===== src/rtl/link_page_pkg.sv =====
/*
  Package for the paged per-link register bank: offsets, reset values,
  field positions and the carrier structs shared by the design.
  Assumes an 8-bit register access path already decoded from I2C or the
  bidirectional control channel by upstream logic.
*/
package link_page_pkg;

  // ------------------------------------------------------------------
  // Register offsets and paged ranges
  // ------------------------------------------------------------------
  localparam logic [7:0] EMBED_CFG_OFS   = 8'h4B;
  localparam logic [7:0] PAGE_SEL_OFS    = 8'h4C;
  localparam logic [7:0] LINK_STS1_OFS   = 8'h4D;
  localparam logic [7:0] PAGED_LO_A      = 8'h4D;
  localparam logic [7:0] PAGED_HI_A      = 8'h7F;
  localparam logic [7:0] PAGED_LO_B      = 8'hD0;
  localparam logic [7:0] PAGED_HI_B      = 8'hDF;

  // ------------------------------------------------------------------
  // Reset values and field positions
  // ------------------------------------------------------------------
  localparam logic [7:0] EMBED_CFG_RST   = 8'h12;
  localparam logic [7:0] PAGE_SEL_RST    = 8'h00;
  localparam int         EN_HI           = 7;
  localparam int         EN_LO           = 6;
  localparam int         CODE_HI         = 5;
  localparam int         RD_HI           = 5;
  localparam int         RD_LO           = 4;
  localparam int         WR_HI           = 3;

  // Access sources: local I2C plus one control channel per link
  localparam int         NUM_LINKS       = 4;
  localparam int         NUM_SRC         = 5;
  localparam logic [2:0] SRC_LOCAL       = 3'h0;

  // One register access as seen by the bank
  typedef struct packed {
    logic       valid;
    logic       write;
    logic       remote;       // Arrived over the bidirectional control channel
    logic [1:0] physical_link_index;
    logic [7:0] addr;
    logic [7:0] wdata;
  } reg_req_t;

  // Per-packet tagging request from a link datapath
  typedef struct packed {
    logic       valid;
    logic       frame_start;
    logic [1:0] link;
    logic       csi_input;    // Link receiver takes CSI-2 formatted data
    logic       twelve_bit;   // Raw stream is 12-bit rather than 10-bit
  } pkt_req_t;

endpackage


===== src/rtl/link_page_bank.sv =====
/*
  Paged per-link register bank with embedded-line type tagging.
  Assumes register requests and packet requests are synchronous to
  CORE_CLK and one request of each kind at most per cycle.
*/
// Function
// Accesses to 0x4D-0x7F and 0xD0-0xDF go to the link blocks chosen by page select.
// Page select bits 5:4 pick which of four links answers reads.
// Page select bits 3:0 enable writes per link, broadcasting to all enabled links.
// For local I2C access the read select defaults to link 0.
// For control channel access the read select defaults to the arrival link.
// For control channel access the arrival link's write enable defaults to 1.
// Page select bits 7:6 read 0 locally and the arrival link over the control channel.
// Each access source keeps its own page select copy.
// Link status one bits 7:6 report the currently read-selected link.
// With embedded enable 0 every long packet keeps its pixel type.
// With enable 1, 2 or 3 the first that many long packets of a frame get the embedded type.
// The embedded type is the six-bit code in bits 5:0, reset 0x12.
// Embedded tagging has no effect on CSI-2 formatted input.
// The embedded type register at 0x4B is paged per link through 0x4C.
// Reserved bits read zero and ignore writes.
`timescale 1ns/1ps
`default_nettype none

module link_page_bank #(
  parameter logic [5:0] TWELVE_BIT_PIXEL_TYPE = 6'h2C,
  parameter logic [5:0] TEN_BIT_PIXEL_TYPE    = 6'h2B
) (
  input  wire logic                  CORE_CLK,
  input  wire logic                  RST_B,
  input  wire link_page_pkg::reg_req_t REG_REQ,
  output logic                       RD_VALID,
  output logic [7:0]                 RD_DATA,
  input  wire link_page_pkg::pkt_req_t PKT_REQ,
  output logic                       DT_VALID,
  output logic [5:0]                 DT_CODE
);

  localparam int NL = link_page_pkg::NUM_LINKS;

  // ------------------------------------------------------------------
  // Reset release
  // ------------------------------------------------------------------
  logic rst_meta_q, rst_b_q;

  // Two-stage release so all state leaves reset on one edge
  always_ff @(posedge CORE_CLK or negedge RST_B) begin
    if (!RST_B) begin
      rst_meta_q <= 1'b0;
      rst_b_q    <= 1'b0;
    end else begin
      rst_meta_q <= 1'b1;
      rst_b_q    <= rst_meta_q;
    end
  end

  // ------------------------------------------------------------------
  // Decode
  // ------------------------------------------------------------------
  function automatic logic is_paged(input logic [7:0] a);
    return (a >= link_page_pkg::PAGED_LO_A && a <= link_page_pkg::PAGED_HI_A) ||
           (a >= link_page_pkg::PAGED_LO_B && a <= link_page_pkg::PAGED_HI_B) ||
           (a == link_page_pkg::EMBED_CFG_OFS);
  endfunction

  // Page select value after reset for each source
  function automatic logic [7:0] sel_default(input int s);
    logic [7:0] v;
    v = link_page_pkg::PAGE_SEL_RST;
    if (s != 0) begin
      v[link_page_pkg::RD_HI:link_page_pkg::RD_LO] = 2'(s - 1);
      v[s - 1] = 1'b1;
    end
    return v;
  endfunction

  logic [2:0] src;
  assign src = REG_REQ.remote ? {1'b0, REG_REQ.physical_link_index} + 3'h1
                              : link_page_pkg::SRC_LOCAL;

  // ------------------------------------------------------------------
  // Page select copies, one per access source
  // ------------------------------------------------------------------
  logic [5:0] sel_q [link_page_pkg::NUM_SRC];
  logic       sel_wr;
  assign sel_wr = REG_REQ.valid && REG_REQ.write &&
                  REG_REQ.addr == link_page_pkg::PAGE_SEL_OFS;

  // Only the requesting source's copy moves; bits 7:6 are not stored
  always_ff @(posedge CORE_CLK or negedge rst_b_q) begin
    if (!rst_b_q) begin
      for (int s = 0; s < link_page_pkg::NUM_SRC; s++) begin
        sel_q[s] <= 6'(sel_default(s));
      end
    end else if (sel_wr) begin
      sel_q[src] <= REG_REQ.wdata[link_page_pkg::RD_HI:0];
    end
  end

  logic [5:0] cur_sel;
  logic [1:0] rd_link;
  logic [3:0] wr_en;
  assign cur_sel = sel_q[src];
  assign rd_link = cur_sel[link_page_pkg::RD_HI:link_page_pkg::RD_LO];
  assign wr_en   = cur_sel[link_page_pkg::WR_HI:0];

  // ------------------------------------------------------------------
  // Per-link paged storage
  // ------------------------------------------------------------------
  // Generic paged bytes stand in for the link registers outside scope
  logic [7:0] embed_q [NL];
  logic [7:0] paged_q [NL][16];
  logic       paged_wr;
  assign paged_wr = REG_REQ.valid && REG_REQ.write && is_paged(REG_REQ.addr);

  // Broadcast write: every enabled link updates together
  always_ff @(posedge CORE_CLK or negedge rst_b_q) begin
    if (!rst_b_q) begin
      for (int l = 0; l < NL; l++) begin
        embed_q[l] <= link_page_pkg::EMBED_CFG_RST;
        for (int i = 0; i < 16; i++) begin
          paged_q[l][i] <= 8'h00;
        end
      end
    end else if (paged_wr) begin
      for (int l = 0; l < NL; l++) begin
        if (wr_en[l]) begin
          if (REG_REQ.addr == link_page_pkg::EMBED_CFG_OFS) begin
            embed_q[l] <= REG_REQ.wdata;
          end else if (REG_REQ.addr[7:4] == 4'hD) begin
            paged_q[l][REG_REQ.addr[3:0]] <= REG_REQ.wdata;
          end
        end
      end
    end
  end

  // ------------------------------------------------------------------
  // Read path
  // ------------------------------------------------------------------
  logic [7:0] rd_d;
  always_comb begin
    rd_d = 8'h00;
    if (REG_REQ.addr == link_page_pkg::PAGE_SEL_OFS) begin
      rd_d = {REG_REQ.remote ? REG_REQ.physical_link_index : 2'h0, cur_sel};
    end else if (REG_REQ.addr == link_page_pkg::EMBED_CFG_OFS) begin
      rd_d = embed_q[rd_link];
    end else if (REG_REQ.addr == link_page_pkg::LINK_STS1_OFS) begin
      rd_d = {rd_link, 6'h00};
    end else if (is_paged(REG_REQ.addr) && REG_REQ.addr[7:4] == 4'hD) begin
      rd_d = paged_q[rd_link][REG_REQ.addr[3:0]];
    end
  end

  // Read answer one cycle after the request
  always_ff @(posedge CORE_CLK or negedge rst_b_q) begin
    if (!rst_b_q) begin
      RD_VALID <= 1'b0;
      RD_DATA  <= 8'h00;
    end else begin
      RD_VALID <= REG_REQ.valid && !REG_REQ.write;
      RD_DATA  <= (REG_REQ.valid && !REG_REQ.write) ? rd_d : RD_DATA;
    end
  end

  // ------------------------------------------------------------------
  // Embedded line type tagging
  // ------------------------------------------------------------------
  logic [1:0] pkt_cnt_q [NL];
  logic [7:0] cfg;
  logic [1:0] n_emb;
  logic [1:0] cnt_now;
  assign cfg     = embed_q[PKT_REQ.link];
  assign n_emb   = cfg[link_page_pkg::EN_HI:link_page_pkg::EN_LO];
  assign cnt_now = PKT_REQ.frame_start ? 2'h0 : pkt_cnt_q[PKT_REQ.link];

  // Count long packets per frame; saturates at three
  always_ff @(posedge CORE_CLK or negedge rst_b_q) begin
    if (!rst_b_q) begin
      for (int l = 0; l < NL; l++) begin
        pkt_cnt_q[l] <= 2'h0;
      end
    end else if (PKT_REQ.valid) begin
      pkt_cnt_q[PKT_REQ.link] <= (cnt_now == 2'h3) ? 2'h3 : cnt_now + 2'h1;
    end
  end

  // Type chosen per packet
  always_ff @(posedge CORE_CLK or negedge rst_b_q) begin
    if (!rst_b_q) begin
      DT_VALID <= 1'b0;
      DT_CODE  <= 6'h00;
    end else begin
      DT_VALID <= PKT_REQ.valid;
      if (PKT_REQ.valid) begin
        if (!PKT_REQ.csi_input && cnt_now < n_emb) begin
          DT_CODE <= cfg[link_page_pkg::CODE_HI:0];
        end else begin
          DT_CODE <= PKT_REQ.twelve_bit ? TWELVE_BIT_PIXEL_TYPE : TEN_BIT_PIXEL_TYPE;
        end
      end
    end
  end
endmodule

`default_nettype wire


===== config.mk =====
export PLATFORM = sky130hd
export DESIGN_NAME = link_page_bank
export DESIGN_NICKNAME = d
export VERILOG_FILES = /design/src/rtl/link_page_pkg.sv /design/src/rtl/link_page_bank.sv
export SDC_FILE = /design/constraint.sdc
export NUM_CORES = 1
export LEC_CHECK = 0
export ABC_AREA = 1
export BUFFER_PORTS_ARGS = -buffer_cell sky130_fd_sc_hd__buf_2
export CORE_ASPECT_RATIO = 0.9
export CORE_MARGIN = 2
export CORE_UTILIZATION = 57
export CTS_CLUSTER_SIZE = 30
export DETAILED_ROUTE_END_ITERATION = 12
export PLACE_DENSITY = 0.84
export SLEW_MARGIN = 5
export SYNTH_ARGS = -nofsm -noshare
export SYNTH_HDL_FRONTEND = slang
export SYNTH_SLANG_ARGS = --single-unit

===== constraint.sdc =====
create_clock -name CORE_CLK -period 18.25 [get_ports CORE_CLK]
set_input_delay 3.65 -clock CORE_CLK [delete_from_list [all_inputs] [get_ports CORE_CLK]]
set_output_delay 3.65 -clock CORE_CLK [all_outputs]
set_load 0.1 [all_outputs]

==> impl_results.md <==
* WL per Instance at 19.2 um
* Slowest cell on the critical path: inv_6
* Least-Margin Pin Slew at 1200 ps
* RR Startpoint: sel_q[16]$_DFFE_PN1P_
* All-Layer GR Usage at a little under a third
* Status: finished clean
* Net Sw Frac at 26.5%
* Clock share of power at 44.1%
* Post-synthesis xor/xnor area fraction at 0%
* Critical Path AT at about 8600 ps
* Slew Limit Fails at 0
* GPL Wtd Cong at 0.933
* Final ANT Viol Nets at 0
* Max-cap violation count at 0
* R2R cell count at 18
* Min-delay worst type: flip-flop to async pin
* Distinct cells, synth at 50
* Grt ovf at 0
* Fin nets at ~3500
* Remaining DRCs at 0
* Num CTS Buffers at 59
* Largest family of logic cells by synthesized area: simple AND/OR/NAND/NOR gates
* Final wirelength at 81400 um
* Post-synth EDFFs at 0
* Setup TNS at 0 ps
* Post-CTS Setup Repair Bufs at 0
* Fmax at about 120 MHz
* Min Tclk post-route at around 8000 ps
* Reg-to-Reg End: RD_DATA[7]$_DFFE_PN0P_
* Critical Path Most Common Cell: nand2_1
* Power per cell area at 94.9 mW/mm2
* DR iter-0 viols at ~3500
* End of the critical path: RD_DATA[7]$_DFFE_PN0P_
* PostCTS Resize Cnt at 0
* Yosys warning count at 0
* Slew headroom at between 10% and 20%
* Std-Cell Rows at approximately 80
* Syn Nets at 3646
* Vias per cell at a little under 6
* Worst Skew at 53.3 ps
* Detail Placement HPWL at ~47000 um
* CTS tree: done
* Commonest non-fill, non-tap cell in the layout: nand2_1
* Top FF cell, synth: dfrtp_1
* FF+latch count, synth at 600
* Crit path launch: REG_REQ[16]
* Cell Int Power at around 2.1 mW
* Pleak at ~14 nW
* Initial antenna violation count at 3
* Initial Util at a little under three fifths
* Hold slack at around 270 ps
* Commonest cells after routing, fill and taps aside: nand2_1, o21ai_0, dfrtp_1
* Die X at between 200 and 250 um
* Post-Synth Simple-Gate Area at approximately 25%
* Adder-cell share of the synthesized area at 0.0870%
* Hold_buf cts at 0
* Clock root cell: clkbuf_16
* RSZ-0062 raised after global routing: no
* Fin. Hold Viols at 0
* Cells after synthesis at 3615
* Clk Latency, worst-skew pair at 680 ps
* Final Util at between 60 and 70%
* Vias in the first global route at between 20000 and 25000
* CTS clk-pin slew, worst paths at roughly 70 ps
* CTS Buffer Depth at 3
* Synthesized cell area at 0.0288 mm2
* Final period util at 43.9%
* Crit path max fanout at 100
* # fillers at approximately 4200
* VDD IR max at slightly above 0.08 mV
* Fraction of registers with async set/reset at 100%
* Post-Layout Cell Count at between 4000 and 5000
* Sequential share of power at 46.0%
* Die Y at around 220 um
* Top Ports at 45
* H-tree Lvls at 2
* Flop-to-flop setup slack at between 10000 and 15000 ps
* Mux share of post-synthesis cell area at less than 1%
* Mean post-synth cell area at roughly 8.0 um2
* Ratio of cells with drive above 1 in the final layout at under 10%
* Sw Pwr at 775 uW
* Nature of the critical path endpoint: flip-flop
* Area of the die at around 0.052 mm2
* Clock sinks at 600
* Seq/Total Area, Yosys at 52.3%
* Drt first pass iters at 8
* Largest net degree at the start of global routing at between 200 and 250
* Critical setup path kind: input pin to flip-flop
* Crit-path max cell delay at 930 ps
* First-pass GRT wire length at approximately 130000 um
* PortBufs at 44
* Post-synthesis compound-gate area fraction at between 10 and 15%
* CP Launch Type: input pin
* Core area at between 0.05 and 0.06 mm2
* Endpoints failing setup at 0
* Placed Instances at just over 4000
* CP cell instances: buf_2, ha_1, nand2_4, nand2_2, inv_2, nand3_2, nand3_4, inv_6, buf_4, nand2_1, nand3_1, nand2_1, nand2_1, nand2_1, nor3_1, nand2_1, nor2_1, nand2_1, nand4_1, nand2_1, inv_1
* Comb power frac at about a tenth
* Critical Path RT at about 19000 ps
* Area grow syn2layout at 7.03%
* Vias at ~25000
-- registers in the layout, summed over array words and instances (netlist names) --
signal      count
DT_CODE         6
DT_VALID        1
RD_DATA         8
RD_VALID        1
embed_q        32
paged_q       512
pkt_cnt_q       8
rst_b_q         1
rst_meta_q      1
sel_q          30
-- final cells by class --
type                            instances  area [um2]  share of cell area, %
Inverter                              220         832                   2.70
Antenna cell                            1        2.50                0.00813
Multi-Input combinational cell       2557       11500                   37.4
Clock buffer                           90        1740                   5.66
Clock inverter                         20         312                   1.01
Tap cell                              680         851                   2.76
Sequential cell                       600       15000                   48.9
Timing Repair Buffer                   73         488                   1.59
-- cell families (layout without fill, tap and decap cells) --
| family | count (synthesis) | count (layout) |
|---|---|---|
| DFF | 600 | 600 |
| AOI/OAI and AO/OA | 802 | 802 |
| other | 1 | 2 |
| buffers and inverters | 458 | 403 |
| and+or+nand+nor | 1747 | 1747 |
| muxes | 5 | 5 |
| adders and majority gates | 2 | 2 |
-- per-stage QoR --
stage | total power, mW | worst slack [ps] | cell area [um2]
after floorplan | 1.57 | 316 | 28800
after global placement | 1.65 | 9840 | 28700
after detailed placement | 1.65 | 9780 | 28700
after CTS | 2.92 | 10400 | 30800
after global routing | 3.01 | 10040 | 30800
final | 2.92 | 10240 | 30800
-- worst max-delay path: cells and delay by family --
kind,cells,cell delay (ps)
adder cells (fa/ha/maj),1,320
buffers and inverters,5,1910
AND/OR/NAND/NOR,15,2620
-- cell usage after synthesis, drive strengths merged, types with 2 or more instances --
cell / n / area share [%]
a32o: 3 / 0.10
or2: 3 / 0.065
nor3: 4 / 0.070
o21a: 3 / 0.078
buf: 159 / 3.8
mux2: 4 / 0.16
o211ai: 7 / 0.18
o2111ai: 3 / 0.091
inv: 210 / 2.7
dfrtp: 584 / 51
clkbuf: 79 / 1.0
a21o: 2 / 0.052
nand2: 1375 / 19
a21boi: 2 / 0.052
dfstp: 16 / 1.5
a221o: 4 / 0.15
a22o: 11 / 0.34
o21ai: 698 / 12
nand3: 162 / 2.9
a21oi: 54 / 0.95
ha: 2 / 0.087
and2: 4 / 0.087
nor2: 161 / 2.3
a22oi: 8 / 0.21
a221oi: 4 / 0.12
clkinv: 10 / 0.13
nand4: 36 / 0.78
-- power groups by stage --
stage,Clock (mW),Combinational (mW),Sequential (mW)
floorplan,0,0.169,1.40
global placement,0,0.276,1.37
CTS,1.29,0.281,1.34
finish,1.29,0.290,1.34
detailed placement,0,0.278,1.37
global route,1.35,0.310,1.34
-- per-layer routing --
| layer | GRT usage [%] | share of wire (%) | vias to the layer above |
|---|---|---|---|
| li1 | - | - | 11400 |
| met5 | 0 | 0 | - |
| met2 | 45.6 | 43 | 1411 |
| met3 | 8.87 | 12 | 275 |
| met1 | 44.1 | 40 | 11900 |
| met4 | 14.7 | 5.0 | 0 |
-- worst min-delay path by stage --
stage,slack (ps),to,from,cells past startpoint
floorplan,330,rst_b_q$_DFF_PN0_,rst_meta_q$_DFF_PN0_,0
detailed placement,280,paged_q[437]$_DFFE_PN0P_,rst_b_q$_DFF_PN0_,0
finish,270,paged_q[437]$_DFFE_PN0P_,rst_b_q$_DFF_PN0_,0
global placement,280,paged_q[437]$_DFFE_PN0P_,rst_b_q$_DFF_PN0_,0
CTS,290,paged_q[437]$_DFFE_PN0P_,rst_b_q$_DFF_PN0_,0
global route,330,paged_q[437]$_DFFE_PN0P_,rst_b_q$_DFF_PN0_,0
(Power assumes the default switching activity.)
